**src/logic/arrc_pkg.sv**
```systemverilog
// Package: register map, field positions and timing constants
package arrc_pkg;

  // ****************************************************
  // Register map
  // ****************************************************
  localparam int ADDR_W = 12;                     // APB address width
  localparam logic [7:0] IDX_CMP1  = 8'h9a;       // Comparator 1 ctrl index
  localparam logic [7:0] IDX_CMP2  = 8'h9b;       // Comparator 2 ctrl index
  localparam logic [7:0] IDX_MODE  = 8'hb1;       // Converter mode index
  localparam logic [7:0] IDX_RESH  = 8'hb2;       // Result high byte index
  localparam logic [7:0] IDX_CLKR  = 8'hb3;       // Clock/resolution index
  localparam logic [7:0] IDX_IRQ   = 8'hb4;       // Interrupt ctrl index
  // Byte address is four times the index
  localparam logic [ADDR_W-1:0] ADDR_CMP1 = {2'h0, IDX_CMP1, 2'h0};
  localparam logic [ADDR_W-1:0] ADDR_CMP2 = {2'h0, IDX_CMP2, 2'h0};
  localparam logic [ADDR_W-1:0] ADDR_MODE = {2'h0, IDX_MODE, 2'h0};
  localparam logic [ADDR_W-1:0] ADDR_RESH = {2'h0, IDX_RESH, 2'h0};
  localparam logic [ADDR_W-1:0] ADDR_CLKR = {2'h0, IDX_CLKR, 2'h0};
  localparam logic [ADDR_W-1:0] ADDR_IRQ  = {2'h0, IDX_IRQ, 2'h0};

  // ****************************************************
  // Field positions
  // ****************************************************
  localparam int MODE_EN    = 7;  // converter_enable
  localparam int MODE_START = 6;  // conversion_start
  localparam int MODE_EOC   = 5;  // End of conversion
  localparam int MODE_GCH   = 4;  // global_channel_enable
  localparam int MODE_REF   = 3;  // converter_reference_select
  localparam int CLK_INTREF = 7;  // internal_reference_enable
  localparam int CLK_CKS1   = 6;  // Clock select high bit
  localparam int CLK_LEN    = 5;  // resolution_select
  localparam int CLK_CKS0   = 4;  // Clock select low bit
  localparam int CMP1_REF   = 2;  // comparator1_reference_select
  localparam int CMP2_REF   = 3;  // comparator2_reference_select
  localparam int IRQ_EN     = 0;  // converter_irq_enable
  localparam int IRQ_FLAG   = 1;  // converter_irq_flag

  // ****************************************************
  // Reset values and interrupt vector
  // ****************************************************
  localparam logic [7:0] MODE_RST = 8'h00;
  localparam logic [3:0] CLKR_RST = 4'h0;
  localparam logic [2:0] CMP1_RST = 3'h0;
  localparam logic [5:0] CMP2_RST = 6'h00;
  localparam logic [7:0] IRQ_VECTOR = 8'h08;      // Processor vector

  // ****************************************************
  // Conversion timing
  // ****************************************************
  typedef enum logic [1:0] {
    CKS_DIV16 = 2'b00,
    CKS_DIV8  = 2'b01,
    CKS_DIV1  = 2'b10,
    CKS_DIV2  = 2'b11
  } arrc_cks_e;
  localparam logic [4:0] DIV_16 = 5'h10;
  localparam logic [4:0] DIV_8  = 5'h08;
  localparam logic [4:0] DIV_2  = 5'h02;
  localparam logic [4:0] DIV_1  = 5'h01;
  localparam int CONV_QTR = 4;                    // Converter clock / 4
  localparam int PER_12   = 16;                   // Periods, 12-bit
  localparam int PER_8    = 12;                   // Periods, 8-bit
  localparam logic [6:0] TICKS_12 = 7'(PER_12 * CONV_QTR);
  localparam logic [6:0] TICKS_8  = 7'(PER_8 * CONV_QTR);

  typedef enum logic {
    SEQ_IDLE = 1'b0,
    SEQ_RUN  = 1'b1
  } arrc_seq_state_e;

endpackage

```
**src/logic/arrc_seq_if.sv**
```systemverilog
// Interface between register block and conversion sequencer
`timescale 1ns/10ps
interface arrc_seq_if;
  import arrc_pkg::*;
  logic      go;     // Start pulse
  logic      abort;  // Stop a running conversion
  logic      len12;  // Twelve-bit resolution
  arrc_cks_e cks;    // Converter clock select
  logic      busy;   // Conversion running
  logic      done;   // One-cycle completion pulse
  modport ctrl (output go, abort, len12, cks, input busy, done);
  modport seq  (input go, abort, len12, cks, output busy, done);
endinterface

```
**src/logic/arrc_conv_seq.sv**
```systemverilog
// Conversion sequencer: times one conversion from start to done
`timescale 1ns/10ps
module arrc_conv_seq (
  input wire logic clk_sys,
  input wire logic sys_rst,
  arrc_seq_if.seq  sq
);
  import arrc_pkg::*;

  // ****************************************************
  // Decode
  // ****************************************************
  arrc_seq_state_e state_q;  // Idle or running
  logic [4:0]  div_q;        // Divider latched at start
  logic [3:0]  pre_q;        // Prescaler down counter
  logic [6:0]  ticks_q;      // Remaining quarter ticks
  logic        done_q;       // Completion pulse
  logic [10:0] elapsed_q;    // Cycles since start
  logic [10:0] expect_q;     // Expected conversion length
  logic [4:0]  div_w;
  logic [6:0]  total_w;
  logic        tick_w;
  // Clock divider per select code
  assign div_w = (sq.cks == CKS_DIV16) ? DIV_16 :
                 (sq.cks == CKS_DIV8)  ? DIV_8  :
                 (sq.cks == CKS_DIV1)  ? DIV_1  : DIV_2;
  // Quarter-clock ticks per conversion
  assign total_w = sq.len12 ? TICKS_12 : TICKS_8;
  assign tick_w  = (pre_q == 4'h0);
  assign sq.busy = (state_q == SEQ_RUN);
  assign sq.done = done_q;

  // ****************************************************
  // Sequencer
  // ****************************************************
  // Divider is latched so a late clock change cannot stretch a run
  always_ff @(posedge clk_sys)
  begin
    if (sys_rst)
    begin
      state_q <= SEQ_IDLE;
      div_q   <= DIV_1;
      pre_q   <= 4'h0;
      ticks_q <= 7'h00;
      done_q  <= 1'b0;
    end
    else
    begin
      done_q <= 1'b0;
      case (state_q)
        SEQ_IDLE:
          if (sq.go)
          begin
            state_q <= SEQ_RUN;
            div_q   <= div_w;
            pre_q   <= 4'(div_w - 5'h01);
            ticks_q <= total_w - 7'h01;
          end
        SEQ_RUN:
          if (sq.abort)
            state_q <= SEQ_IDLE;  // Stopped by software
          else if (tick_w)
          begin
            pre_q <= 4'(div_q - 5'h01);
            if (ticks_q == 7'h00)
            begin
              state_q <= SEQ_IDLE;
              done_q  <= 1'b1;
            end
            else
              ticks_q <= ticks_q - 7'h01;
          end
          else
            pre_q <= pre_q - 4'h1;
        default: state_q <= SEQ_IDLE;
      endcase
    end
  end

  // Helper counters read only by the checks below
  always_ff @(posedge clk_sys)
  begin
    if (sys_rst | sq.go)
      elapsed_q <= 11'h000;
    else
      elapsed_q <= elapsed_q + 11'h001;
    // Widened first: a 1024-cycle run needs all eleven bits
    if (sq.go)
      expect_q <= 11'(div_w) * 11'(total_w);
  end
endmodule

```
**src/logic/arrc_top.sv**
```systemverilog
// Converter result, control and reference select registers on APB
//
// Behaviour
// Result held as twelve bits over two registers
// Result registers ignore writes
// Eight-bit result sits in high byte
// Twelve-bit result spans high byte and nibble
// Result coded as straight binary
// Software trims twelve-bit result for fewer bits
// Software waits warm-up after enabling converter
// Software disables converter in low power modes
// Start bit clears itself at completion
// End flag low from start until done
// End flag set when conversion finishes
// End flag writable for software clearing
// Completion sets interrupt flag, vector eight
// Software configures mode, clock, reference, pins
// Software selects channel, irq, then starts
// Software masks low nibble to assemble result
// Clock register bit 7 enables internal reference
// Software enables reference before selecting it
// Comparator 1 reference select at bit 2
// Comparator 2 reference select at bit 3
// Mode register bit selects converter reference
// Conversion lasts 16 or 12 quarter periods
// Clock select codes divide by 16,8,1,2
// Resolution bit picks eight or twelve bits
// Channel code picks input or op-amp
// Result stable until next completion
//
// Our own choice: the APB interface to the registers.
`timescale 1ns/10ps
module arrc_top (
  input  wire logic                        clk_sys,
  input  wire logic                        sys_rst,
  input  wire logic                        psel,
  input  wire logic                        penable,
  input  wire logic                        pwrite,
  input  wire logic [arrc_pkg::ADDR_W-1:0] paddr,
  input  wire logic [31:0]                 pwdata,
  output logic                             pready,
  output logic      [31:0]                 prdata,
  output logic                             pslverr,
  input  wire logic [11:0]                 conv_data,
  output logic                             conv_enable,
  output logic                             conv_start,
  output logic                             conv_busy,
  output logic                             conv_len12,
  output logic                             conv_ref_sel,
  output logic      [2:0]                  channel_sel,
  output logic                             channel_enable,
  output logic                             int_ref_enable,
  output logic      [2:0]                  cmp1_ctrl,
  output logic                             cmp1_ref_sel,
  output logic      [5:0]                  cmp2_ctrl,
  output logic                             cmp2_ref_sel,
  output logic                             irq_req,
  output logic      [7:0]                  irq_vector
);
  import arrc_pkg::*;

  // ****************************************************
  // Declarations
  // ****************************************************
  arrc_seq_if sq ();            // Link to the sequencer

  logic        en_q;            // converter_enable
  logic        start_q;         // conversion_start
  logic        eoc_q;           // End of conversion flag
  logic        gch_q;           // global_channel_enable
  logic        ref_q;           // converter_reference_select
  logic [2:0]  chs_q;           // input_channel_select
  logic        intref_q;        // internal_reference_enable
  logic [1:0]  cks_q;           // converter_clock_select
  logic        len_q;           // resolution_select
  logic [7:0]  res_hi_q;        // result_high_byte
  logic [3:0]  res_lo_q;        // Result low nibble
  logic [2:0]  cmp1_q;          // comparator1_reference_ctrl
  logic [5:0]  cmp2_q;          // comparator2_reference_ctrl
  logic        irq_en_q;        // converter_irq_enable
  logic        irq_flag_q;      // converter_irq_flag
  logic [31:0] prdata_q;        // Registered read data

  logic        setup_w;         // APB setup phase
  logic        acc_w;           // APB access phase
  logic        wr_w;            // Write taking effect
  logic [7:0]  wd_w;            // Write byte
  logic        hit_cmp1;
  logic        hit_cmp2;
  logic        hit_mode;
  logic        hit_resh;
  logic        hit_clkr;
  logic        hit_irq;
  logic        mapped_w;        // Any register hit
  logic        wr_mode;
  logic        wr_clkr;
  logic        wr_cmp1;
  logic        wr_cmp2;
  logic        wr_irq;
  logic        start_go_w;      // Software starts a conversion
  logic [7:0]  mode_rd_w;
  logic [7:0]  clkr_rd_w;
  logic [7:0]  irq_rd_w;
  logic [7:0]  rdata_w;         // Selected read byte

  // ****************************************************
  // APB decode
  // ****************************************************
  // Zero wait states: every access completes in one cycle
  assign setup_w  = psel & ~penable;
  assign acc_w    = psel & penable;
  assign wr_w     = acc_w & pwrite;
  assign wd_w     = pwdata[7:0];
  assign hit_cmp1 = (paddr == ADDR_CMP1);
  assign hit_cmp2 = (paddr == ADDR_CMP2);
  assign hit_mode = (paddr == ADDR_MODE);
  assign hit_resh = (paddr == ADDR_RESH);
  assign hit_clkr = (paddr == ADDR_CLKR);
  assign hit_irq  = (paddr == ADDR_IRQ);
  assign mapped_w = hit_cmp1 | hit_cmp2 | hit_mode |
                    hit_resh | hit_clkr | hit_irq;
  assign wr_mode  = wr_w & hit_mode;
  assign wr_clkr  = wr_w & hit_clkr;
  assign wr_cmp1  = wr_w & hit_cmp1;
  assign wr_cmp2  = wr_w & hit_cmp2;
  assign wr_irq   = wr_w & hit_irq;
  // A write to the result byte has no decode term at all

  // Start only counts while the same write keeps the converter on
  assign start_go_w = wr_mode & wd_w[MODE_START] & wd_w[MODE_EN];

  assign pready  = 1'b1;
  assign pslverr = acc_w & ~mapped_w;  // Unmapped address
  assign prdata  = prdata_q;

  // ****************************************************
  // Read mux
  // ****************************************************
  assign mode_rd_w = {en_q, start_q, eoc_q, gch_q, ref_q, chs_q};
  assign clkr_rd_w = {intref_q, cks_q[1], len_q, cks_q[0], res_lo_q};
  assign irq_rd_w  = {6'h00, irq_flag_q, irq_en_q};
  assign rdata_w   = hit_mode ? mode_rd_w :
                     hit_clkr ? clkr_rd_w :
                     hit_resh ? res_hi_q :
                     hit_cmp1 ? {5'h00, cmp1_q} :
                     hit_cmp2 ? {2'h0, cmp2_q} :
                     hit_irq  ? irq_rd_w : 8'h00;

  // Read data captured in setup so it stands through access
  always_ff @(posedge clk_sys)
  begin
    if (sys_rst)
      prdata_q <= 32'h0000_0000;
    else if (setup_w & ~pwrite)
      prdata_q <= {24'h00_0000, rdata_w};
  end

  // ****************************************************
  // Mode register
  // ****************************************************
  // Enable, channel and reference bits are plain storage
  always_ff @(posedge clk_sys)
  begin
    if (sys_rst)
    begin
      en_q  <= MODE_RST[MODE_EN];
      gch_q <= MODE_RST[MODE_GCH];
      ref_q <= MODE_RST[MODE_REF];
      chs_q <= MODE_RST[2:0];
    end
    else if (wr_mode)
    begin
      en_q  <= wd_w[MODE_EN];
      gch_q <= wd_w[MODE_GCH];
      ref_q <= wd_w[MODE_REF];
      chs_q <= wd_w[2:0];
    end
  end

  // Start bit: set by software, dropped by hardware at the end
  always_ff @(posedge clk_sys)
  begin
    if (sys_rst)
      start_q <= MODE_RST[MODE_START];
    else if (start_go_w)
      start_q <= 1'b1;
    else if (sq.done)
      start_q <= 1'b0;
    else if (wr_mode | ~en_q)
      start_q <= 1'b0;                // Stopped or disabled
  end

  // End flag: a completion beats a software clear
  always_ff @(posedge clk_sys)
  begin
    if (sys_rst)
      eoc_q <= MODE_RST[MODE_EOC];
    else if (start_go_w)
      eoc_q <= 1'b0;
    else if (sq.done)
      eoc_q <= 1'b1;
    else if (wr_mode & ~start_q)
      eoc_q <= wd_w[MODE_EOC];
  end

  // ****************************************************
  // Clock and resolution register
  // ****************************************************
  // Low nibble is result data and is not written here
  always_ff @(posedge clk_sys)
  begin
    if (sys_rst)
    begin
      intref_q <= CLKR_RST[3];
      cks_q    <= CLKR_RST[2:1];
      len_q    <= CLKR_RST[0];
    end
    else if (wr_clkr)
    begin
      intref_q <= wd_w[CLK_INTREF];
      cks_q    <= {wd_w[CLK_CKS1], wd_w[CLK_CKS0]};
      len_q    <= wd_w[CLK_LEN];
    end
  end

  // ****************************************************
  // Result buffer
  // ****************************************************
  // New value lands in the same cycle as the end flag.
  // Reset clears it, which is one legal value of undefined.
  always_ff @(posedge clk_sys)
  begin
    if (sys_rst)
    begin
      res_hi_q <= 8'h00;
      res_lo_q <= 4'h0;
    end
    else if (sq.done)
    begin
      res_hi_q <= conv_data[11:4];
      // Eight-bit mode leaves the nibble at zero
      res_lo_q <= len_q ? conv_data[3:0] : 4'h0;
    end
  end

  // ****************************************************
  // Comparator reference registers
  // ****************************************************
  // Only the low bits exist; the rest read as zero
  always_ff @(posedge clk_sys)
  begin
    if (sys_rst)
    begin
      cmp1_q <= CMP1_RST;
      cmp2_q <= CMP2_RST;
    end
    else
    begin
      if (wr_cmp1)
        cmp1_q <= wd_w[2:0];
      if (wr_cmp2)
        cmp2_q <= wd_w[5:0];
    end
  end

  // ****************************************************
  // Interrupt request
  // ****************************************************
  // Flag is set on completion; writing zero clears it
  always_ff @(posedge clk_sys)
  begin
    if (sys_rst)
    begin
      irq_en_q   <= 1'b0;
      irq_flag_q <= 1'b0;
    end
    else
    begin
      if (wr_irq)
        irq_en_q <= wd_w[IRQ_EN];
      if (sq.done)
        irq_flag_q <= 1'b1;
      else if (wr_irq & ~wd_w[IRQ_FLAG])
        irq_flag_q <= 1'b0;
    end
  end

  assign irq_req    = irq_flag_q & irq_en_q;
  assign irq_vector = IRQ_VECTOR;

  // ****************************************************
  // Sequencer and analog side
  // ****************************************************
  // A new run cannot start in the completion cycle
  assign sq.go    = start_q & en_q & ~sq.busy & ~sq.done;
  assign sq.abort = ~start_q;         // Start cleared or disabled
  assign sq.len12 = len_q;
  assign sq.cks   = arrc_cks_e'(cks_q);

  arrc_conv_seq u_seq (
    .clk_sys (clk_sys),
    .sys_rst (sys_rst),
    .sq      (sq.seq)
  );

  assign conv_enable    = en_q;
  assign conv_start     = sq.go;
  assign conv_busy      = sq.busy;
  assign conv_len12     = len_q;
  assign conv_ref_sel   = ref_q;
  assign channel_sel    = chs_q;
  assign channel_enable = gch_q;
  assign int_ref_enable = intref_q;
  assign cmp1_ctrl      = cmp1_q;
  assign cmp1_ref_sel   = cmp1_q[CMP1_REF];
  assign cmp2_ctrl      = cmp2_q;
  assign cmp2_ref_sel   = cmp2_q[CMP2_REF];
endmodule

```
**config.mk**
```make
export PLATFORM = sky130hd
export DESIGN_NAME = arrc_top
export DESIGN_NICKNAME = d
export VERILOG_FILES = /design/src/logic/arrc_pkg.sv /design/src/logic/arrc_seq_if.sv /design/src/logic/arrc_conv_seq.sv /design/src/logic/arrc_top.sv
export SDC_FILE = /design/constraint.sdc
export NUM_CORES = 1
export LEC_CHECK = 0
export ABC_CLOCK_PERIOD_IN_PS = 3150
export BUFFER_PORTS_ARGS = -buffer_cell sky130_fd_sc_hd__buf_2
export CAP_MARGIN = 30
export CORE_MARGIN = 3
export CORE_UTILIZATION = 53
export DETAILED_ROUTE_END_ITERATION = 12
export PLACE_DENSITY = 0.86
export SYNTH_ARGS = -nofsm -noshare
export SYNTH_HDL_FRONTEND = slang
export SYNTH_SLANG_ARGS = --single-unit
```
**constraint.sdc**
```tcl
create_clock -name clk_sys -period 3.15 [get_ports clk_sys]
set_input_delay 0.63 -clock clk_sys [delete_from_list [all_inputs] [get_ports clk_sys]]
set_output_delay 0.63 -clock clk_sys [all_outputs]
set_load 0.01 [all_outputs]
```
Word-level counts from Yosys, hierarchy flattened
Cells that the tools add are included.

cells by class
  add/sub/neg operators = 5
  $mul = 0
  div/mod/pow operators = 0
  magnitude comparators = 0
  equal/unequal tests = 12
  shifts and indexed selects = 0
  multiplexer cells = 33
  bitwise gates (word level) = 33
  reduce and logical (&&, ||, !) cells = 11

operators by type and width
  operator              number
  $eq 12x10->1 const B  6
  $mux 7                5
  $mux 4                6
  $mux 8                3
  $and 1x1->1           18
  $pmux 7 s2            1
  $sub 7x1->7 const B   2
  $mux 1                12
  $mux 6                2
  $sub 4x1->4 const B   3
  $not 1->1             9
  $ne 2x2->1 const B    4
  $pmux 4 s2            1
  $logic_not 7->1       1
  $or 1x1->1            6
  $logic_not 4->1       1
  $mux 2                2
  $reduce_and 2->1      2
  $reduce_and 4->1      1
  $reduce_bool 2->1     2
  $reduce_or 4->1       1
  $reduce_bool 3->1     1
  $eq 2x1->1 const B    1
  $eq 2x2->1 const B    1
  3 further kinds       3

storage, ports and cells
  register bits = 60
  bits in latches = 0
  bits in writable memories = 0
  ROM bits = 0
  input bits = 61
  output and inout bits = 64
  logic and storage cells = 115
  memories = 0

Longest topological paths before layout
Gate-level depths: netlist of run 1.

  depth after elaboration = 8
  depth in mapped cells = 8
  mapped depth without buffers = 7

Hierarchy
A second synthesis of run 1 with hierarchy kept.

second synthesis, totals
  cells, all modules = 398
  area total of the unflattened synthesis = 3353.2 sq um

modules (own cells, without submodules)
  module         instances  cells each  area an instance (sq um)  seq. area each (sq um)
  arrc_top       1          280         2391.0                    860.8
  arrc_conv_seq  1          118         962.2                     320.3

Least setup slack after synthesis of run 1
Ideal clock, no wire load.

  path kind = in2out
  from = in paddr[3] (netlist bit)
  to = out pslverr
  data arrival time = 1595 ps
  data required time = 2520 ps
  slack = 925 ps
  stages on the path = 5
  path buffers = 1
  cells stage by stage = buf_1 -> nor2_1 -> nand3_1 -> o21ai_0 -> a21oi_1

between the ends
  cells in the longest elaborated chain, start to end = 8
  elaborated cells on any way between the ends = 13
  those cells by class = eq/ne: 6; bitwise: 7

RTL lines
  item                             RTL line                          source
  start, declared                  arrc_top.sv:39                    input wire logic [arrc_pkg::ADDR_W-1:0] paddr,
  $eq 12x10->1 (on tied branches)  arrc_top.sv:114, arrc_top.sv:115
  $or 1x1->1 (3 in series)         arrc_top.sv:120                   assign mapped_w = hit_cmp1 | hit_cmp2 | hit_mode |
  $or 1x1->1                       arrc_top.sv:121                   hit_resh | hit_clkr | hit_irq;
  $or 1x1->1 *                     arrc_top.sv:121
  $not 1->1 *                      arrc_top.sv:133                   assign pslverr = acc_w & ~mapped_w;
  $and 1x1->1 *                    arrc_top.sv:133
  end, declared                    arrc_top.sv:43                    output logic pslverr,

Mark *: on every way between the ends. The rest lies on a longest branch, timed or not.

Worst setup path in the final report of run 1
  from = in paddr[8] (netlist bit)
  to = out pslverr

Same word-level chain as after synthesis.

==> reports/qor.txt, run 1 <==
Total routed wirelength -> 7920 um
Internal -> 0.00113 W
Clock share of power -> 0.423
Share of flip-flops with an asynchronous set or reset -> 0
TritonCTS Buffers -> 9
Worst setup path startpoint -> paddr[8]
Via Count -> 2941
Clock Skew -> 3.66 ps
Post-layout net count -> 512
Power Density -> 410 nW/um^2
Most frequent cells in the layout -> buf_2, dfxtp_1, nor2_1
Total number of yosys warnings -> 0
Finished Layout Cells -> 525
Initial Util -> 0.566
GPL Wtd Cong -> 0.918
Post-CTS Resized -> 0
Port Buffer Count -> 67
Mapped Area -> 3230 sq um
Global Route Usage Sum -> 0.231
ANT nets after route -> 0
Worst Path Max Fanout -> 11
Area after DPL -> 3460 sq um
Pin count of the biggest net entering global routing -> 46
Die height -> 84.1 um
Max Clk Rate -> 0.418 GHz
RSZ-0062 raised after global routing -> false
Core box area -> 5710 sq um
Final instance area -> 3640 sq um
Least-Margin Pin Slew -> 677 ps
Max-cap violations -> 0
Max-slew violation count -> 0
Data arrival time of the worst path -> 1760 ps
R2R depth -> 7
Sequential Power Share -> 0.504
N_diodes -> 0
Critical Path, Cell by Cell -> buf_2, or3b_4, and2b_2, a21oi_1, buf_2
Fillcell total -> 513
DRC Markers -> 0
Critical-path top delay cell -> or3b_4
Leak -> 1.50 nW
Share of layout cells above drive strength 1 -> 0.212
Hold Fails Final Rpt -> 0
Ports -> 125
Setup-failing EPs final -> 0
Comb power frac -> 0.073
Sw Ratio -> 0.243
Inst Count DP -> 510
Clock Pin Slew Worst Setup and Hold Paths -> 60 ps
Period utilization -> 0.760
R2R Path End -> u_seq.ticks_q[4]$_SDFFE_PP0P_
Mapped Cells -> 393
Maximum VDD drop -> 0.000270 V
Initial antenna violation count -> 0
FF+latch area -> 1180 sq um
Outcome -> complete, no violations
Post-synth EDFFs -> 0
CTS tree -> yes
Clk_lat worst skew -> 340 ps
Die area -> 7070 sq um
First-pass GRT wire length -> 13000 um
CP endpoint kind -> primary output
Die Wd -> 84.1 um
Syn-to-layout area delta -> 12.7%
Most common cell after layout, fill and taps aside -> buf_2
Setup tns final -> 0 ps
Clock Sinks -> 59
Total net switching power -> 0.000363 W
Synth top area cells -> dfxtp_1, mux2i_1, buf_4
Cts hold-fix bufs -> 0
DP HPWL -> 5720 um
Post-CTS Setup Bufs -> 0
Worst hold path class -> reg -> reg
CTS max path bufs -> 2
Clock root cell -> clkbuf_8
DRT iter0 DRCs -> 256
Post-layout power -> 0.00149 W
Place WS -> 779 ps
Area of the multi-input gates -> 1780 sq um
Htree depth -> 3
Total gr overflow -> 0
Post-synthesis sequential area ratio -> 0.366
Period minus WS final -> 2390 ps
Slew headroom -> 0.547
Avg Inst Size Synth -> 8.22 sq um
Synth Flop Type -> dfxtp_1
Critical Path Sink -> pslverr
Area leader, netlist -> dfxtp_1
Most frequent CP cell -> buf_2
Vias in the first global route -> 2644
RR Startpoint -> u_seq.sq.done$_SDFF_PP0_
Share of the synthesized area in the top cell type -> 0.366
Slowest Stage Delay on Critical Path -> 410 ps
Critical path type -> in -> out
Yosys reg bits -> 59
Worst setup margin -> 756 ps
Row cnt -> 27
Crit start category -> input pin
TritonRoute pass-1 iters -> 5
Req. time, crit path -> 2520 ps
Routed WL per cell -> 15.1 um
Unique cell type count in the Yosys netlist -> 56
Number of vias per cell -> 5.60
Setup slack, reg-to-reg -> 1140 ps
==> cell families after synthesis <==
group	share of synthesized area
compound gates	0.168
xor+xnor	0.00271
fa+ha+maj	0.00774
buf+inv	0.121
flops	0.366
mux	0.0933
other cells	0.00232
simple gates	0.240
==> layer usage <==
| metal | vias to the layer above | track usage | part of all wire |
|---|---|---|---|
| met5 | - | 0.0530 | 0.0051 |
| met4 | 2 | 0.108 | 0.022 |
| met3 | 16 | 0.0484 | 0.087 |
| met2 | 150 | 0.331 | 0.44 |
| met1 | 1330 | 0.324 | 0.44 |
| li1 | 1443 | - | - |
==> critical path: cells and delay by family <==
family	cells	cell delay, ps
and+or+nand+nor	2	760
buffers and inverters	2	250
AOI/OAI and AO/OA	1	110
==> metrics by stage <==
| stage | util | hold slack, ps |
|---|---|---|
| after floorplan | - | 437 |
| after global placement | 0.603 | 441 |
| after detailed placement | 0.606 | 446 |
| after CTS | 0.638 | 455 |
| after global routing | 0.638 | 472 |
| final | 0.638 | 455 |
==> cell usage after synthesis (2+ instances only) <==
cell type and n:
o2bb2ai_1 2, o22ai_1 3, nor4_1 5, nor2b_1 4, clkbuf_1 15, a311oi_1 3, buf_2 3, conb_1 2
nand4_1 2, a211oi_1 9, nand2_1 34, inv_1 8, or4_1 2, buf_4 35, nand3b_1 2, dfxtp_1 59
ha_1 2, nor3_1 8, a221o_1 3, nand2b_1 8, buf_1 4, or3b_2 2, a31oi_1 2, o21ai_0 16
nand3_1 17, nor4b_1 2, a22oi_1 2, o21a_1 3, or3_1 3, a21oi_1 36, mux2i_1 29, nor2_1 44
==> power groups by stage <==
stage / Sequential, W / Combinational [W] / Clock [W]
after global placement: 0.000767 / 0.000103 / 0
final: 0.000751 / 0.000109 / 0.000631
after CTS: 0.000751 / 0.000107 / 0.000634
after detailed placement: 0.000768 / 0.000106 / 0
after global routing: 0.000751 / 0.000121 / 0.000667
after floorplan: 0.000768 / 0.0000915 / 0
==> area by class of cell <==
| cell class | count | area share |
|---|---|---|
| multi-input combinational | 299 | 0.488 |
| tap | 72 | 0.0247 |
| clock buffer | 13 | 0.0464 |
| clock inverter | 2 | 0.00275 |
| sequential | 59 | 0.324 |
| inverter | 8 | 0.00825 |
| timing repair buffer | 72 | 0.106 |
==> worst min path at each step <==
| stage | slack [ps] | endpoint | start | cells after the start |
|---|---|---|---|---|
| detailed placement | 450 | prdata[4]$_SDFFE_PP0P_ | prdata[4]$_SDFFE_PP0P_ | 2 |
| CTS | 450 | prdata[4]$_SDFFE_PP0P_ | prdata[4]$_SDFFE_PP0P_ | 2 |
| global placement | 440 | prdata[4]$_SDFFE_PP0P_ | prdata[4]$_SDFFE_PP0P_ | 2 |
| floorplan | 440 | u_seq.div_q[3]$_SDFFE_PP0P_ | u_seq.div_q[3]$_SDFFE_PP0P_ | 2 |
| finish | 460 | prdata[4]$_SDFFE_PP0P_ | prdata[4]$_SDFFE_PP0P_ | 2 |
| global route | 470 | prdata[6]$_SDFFE_PP0P_ | prdata[6]$_SDFFE_PP0P_ | 2 |
==> registers in the layout (all words and copies together), names as in the netlist, 2 cells and up <==
name / flops
cks_q: 2
u_seq.pre_q: 4
channel_sel: 3
prdata: 8
u_seq.div_q: 3
res_hi_q: 8
cmp2_ctrl: 6
cmp1_ctrl: 3
u_seq.ticks_q: 7
res_lo_q: 4
Note: power is estimated with default switching activity, not from simulation.
==> run 2, diff against run 1 <==
--- a/config.mk
+++ b/config.mk
@@ -5,13 +5,14 @@
 export SDC_FILE = /design/constraint.sdc
 export NUM_CORES = 1
 export LEC_CHECK = 0
-export ABC_CLOCK_PERIOD_IN_PS = 3150
+export ABC_AREA = 1
+export ABC_CLOCK_PERIOD_IN_PS = 2000
 export BUFFER_PORTS_ARGS = -buffer_cell sky130_fd_sc_hd__buf_2
 export CAP_MARGIN = 30
 export CORE_MARGIN = 3
-export CORE_UTILIZATION = 53
+export CORE_UTILIZATION = 44
 export DETAILED_ROUTE_END_ITERATION = 12
-export PLACE_DENSITY = 0.86
+export PLACE_DENSITY = 0.76
 export SYNTH_ARGS = -nofsm -noshare
 export SYNTH_HDL_FRONTEND = slang
 export SYNTH_SLANG_ARGS = --single-unit
==> constraint.sdc (replaced) <==
create_clock -name clk_sys -period 2 [get_ports clk_sys]
set_input_delay 0.4 -clock clk_sys [delete_from_list [all_inputs] [get_ports clk_sys]]
set_output_delay 0.4 -clock clk_sys [all_outputs]
set_load 0.01 [all_outputs]
==> reports/qor.txt, run 2 <==
Outcome -> complete, no violations
R2R Path End -> u_seq.ticks_q[3]$_SDFFE_PP0P_
Number of vias per cell -> 4.83 (-14%)
Largest delay share family, worst path -> simple AND/OR/NAND/NOR gates
Most frequent cells after synthesis -> nand2_1, dfxtp_1, nor2_1
Crit start category -> input pin
Critical path type -> in -> out
Fillcell total -> 682 (+33%)
Max Clk Rate -> 0.527 GHz
Htree depth -> 3 (unchanged)
Max-slew violation count -> 0 (unchanged)
Clock Sinks -> 59 (unchanged)
Synth Flop Type -> dfxtp_1
RR Startpoint -> start_q$_SDFFE_PP0P_
N_diodes -> 0 (unchanged)
Total net switching power -> 0.000573 W (+58%)
Final Util -> 0.552 (-0.0859)
Sequential Power Share -> 0.459 (-0.045)
Clock Skew -> 6.27 ps (+2.62 ps)
Post-synth EDFFs -> 0 (unchanged)
Place WS -> 73.9 ps (-705 ps)
Most frequent cells in the layout -> nand2_1, buf_2, dfxtp_1
Synth top area cells -> dfxtp_1, nand2_1, buf_4
Req. time, crit path -> 1600 ps (-920 ps)
Buf/Inv on CP -> 3 (+1)
Post-layout net count -> 601 (+17%)
Share of the synthesized area in the top cell type -> 0.362 (-0.00351)
Die Wd -> 92.1 um (+9.5%)
ANT nets after route -> 0 (unchanged)
Internal -> 0.00199 W (+77%)
Final instance area -> 3850 sq um (+5.8%)
R2R depth -> 7 (unchanged)
Comb power frac -> 0.065 (-0.008)
Max-cap violations -> 0 (unchanged)
Die height -> 92.1 um (+9.5%)
Via Count -> 3084 (+4.9%)
Vias in the first global route -> 2819 (+6.6%)
Slowest Stage Delay on Critical Path -> 360 ps (-50 ps)
DRT iter0 DRCs -> 157 (-39%)
Critical Path, Cell by Cell -> buf_2, inv_1, nor2_1, nand2_1, nor3_1, nor4_2, nand2_1, nor2_1, buf_2
CP endpoint kind -> primary output
Port Buffer Count -> 67 (unchanged)
Worst Hold Endpoint -> res_hi_q[6]$_SDFFE_PP0P_
CTS tree -> yes
Global Route Usage Sum -> 0.192 (-0.0394)
Avg Inst Size Synth -> 7.05 sq um (-14%)
Worst setup margin -> 103 ps (-653 ps)
Min-delay src -> conv_data[10]
Leak -> 1.81 nW (+20%)
Power Density -> 666 nW/um^2 (+63%)
Area leader, netlist -> dfxtp_1
Total number of yosys warnings -> 0 (unchanged)
Worst Path Max Fanout -> 3 (-8)
Period minus WS final -> 1900 ps
Maximum VDD drop -> 0.000511 V (+89%)
Post-synthesis sequential area ratio -> 0.362 (-0.00351)
Critical-path top delay cell -> nor3_1
Worst hold path class -> in -> reg
Row cnt -> 30 (+11%)
GPL Wtd Cong -> 0.936 (+1.9%)
Clk_lat worst skew -> 330 ps (about the same)
Total gr overflow -> 0 (unchanged)
Ports -> 125 (unchanged)
TritonRoute pass-1 iters -> 4 (-1)
Count leader, synth -> nand2_1
DRC Markers -> 0 (unchanged)
Setup-failing EPs final -> 0 (unchanged)
Initial antenna violation count -> 0 (unchanged)
Hold Fails Final Rpt -> 0 (unchanged)
Setup slack, reg-to-reg -> 510 ps (-630 ps)
TritonCTS Buffers -> 9 (unchanged)
Sw Ratio -> 0.223 (-0.0199)
Post-layout power -> 0.00256 W (+72%)
Mapped Cells -> 463 (+18%)
DP HPWL -> 6000 um (+4.9%)
Most common cell after layout, fill and taps aside -> nand2_1
Pin count of the biggest net entering global routing -> 39 (-15%)
Data arrival time of the worst path -> 1500 ps (-260 ps)
Clock share of power -> 0.476 (+0.053)
Clock Pin Slew Worst Setup and Hold Paths -> 70 ps (about the same)
Period utilization -> 0.949
First-pass GRT wire length -> 13000 um (+0.43%)
Share of layout cells above drive strength 1 -> 0.243 (+0.0312)
CTS max path bufs -> 2 (unchanged)
Total routed wirelength -> 8000 um (+1.0%)
Unique cell type count in the Yosys netlist -> 39 (-30%)
Hold path depth -> 3 (+1)
Clock root cell -> clkbuf_8
Initial Util -> 0.467 (-0.0987)
Area after DPL -> 3590 sq um (+3.7%)
Share of flip-flops with an asynchronous set or reset -> 0 (unchanged)
Die area -> 8480 sq um (+20%)
Cts hold-fix bufs -> 0 (unchanged)
Yosys reg bits -> 59 (unchanged)
Routed WL per cell -> 12.5 um (-17%)
Mapped Area -> 3260 sq um (+0.97%)
Syn-to-layout area delta -> 18.1%
Core box area -> 6980 sq um (+22%)
-- run 2: repair_timing --
| item | 4_1_cts | 5_1_grt |
|---|---|---|
| buffers inserted | 0 | 3 |
| endpoints found under the setup margin | 0 | 2 |
| gates resized for setup | 0 | 4 |
-- run 2: power groups by stage --
| stage | clock (W) | sequential (W) | combinational (W) |
|---|---|---|---|
| after detailed placement | 0 | 0.00120 | 0.000160 |
| after CTS | 0.00124 | 0.00118 | 0.000161 |
| after floorplan | 0 | 0.00120 | 0.000136 |
| final | 0.00122 | 0.00118 | 0.000165 |
| after global routing | 0.00130 | 0.00118 | 0.000183 |
| after global placement | 0 | 0.00120 | 0.000157 |
-- run 2: final cells by class --
| class | count | area, sq um | share of cell area |
|---|---|---|---|
| tap | 96 | 120 | 0.0312 |
| clock buffer | 11 | 151 | 0.0393 |
| sequential | 59 | 1180 | 0.307 |
| clock inverter | 5 | 75.1 | 0.0195 |
| timing repair buffer | 80 | 433 | 0.112 |
| multi-input combinational | 331 | 1670 | 0.434 |
| inverter | 57 | 219 | 0.0568 |
-- run 2: routing by layer --
metal / track usage / vias to the layer above / wire [um]
met5: 0 / - / 0
met4: 0.0804 / 0 / 160
met3: 0.0459 / 12 / 583
met2: 0.316 / 117 / 3770
met1: 0.239 / 1375 / 3490
li1: - / 1580 / -
-- run 2: worst reg2reg max path, delay by kind of cell, from the launching register on --
family	cells	cell delay, ps
flip-flops	1	370
AO/OA/AOI/OAI	2	270
AND/OR/NAND/NOR	4	630
buffers and inverters	1	110
-- run 2: kinds of logic after synthesis --
group	Yosys count	share of synthesized area
flip-flops	59	0.362
AND/OR/NAND/NOR	187	0.280
adder cells (fa/ha/maj)	2	0.00767
buffers and inverters	104	0.165
other	2	0.00230
XOR/XNOR	6	0.0161
AO/OA/AOI/OAI	103	0.167
-- run 2: stage by stage --
step                TNS, ps  hold WS [ps]  instances
floorplan                 0           434        494
global placement          0           446        620
detailed placement        0           451        620
CTS                       0           279        636
global route          -20.2           314        639
finish                    0           286        639
-- run 2: worst max-delay path by stage --
stage | startpoint | end | slack (ps) | cells past startpoint
finish | paddr[2] | pslverr | 100 | 9
global route | paddr[2] | pslverr | -20 | 9
CTS | u_seq.sq.busy$_SDFF_PP0_ | conv_start | 20 | 5
detailed placement | paddr[7] | pslverr | 70 | 9
global placement | paddr[7] | pslverr | 100 | 9
floorplan | u_seq.sq.busy$_SDFF_PP0_ | u_seq.ticks_q[6]$_SDFFE_PP0P_ | 320 | 11
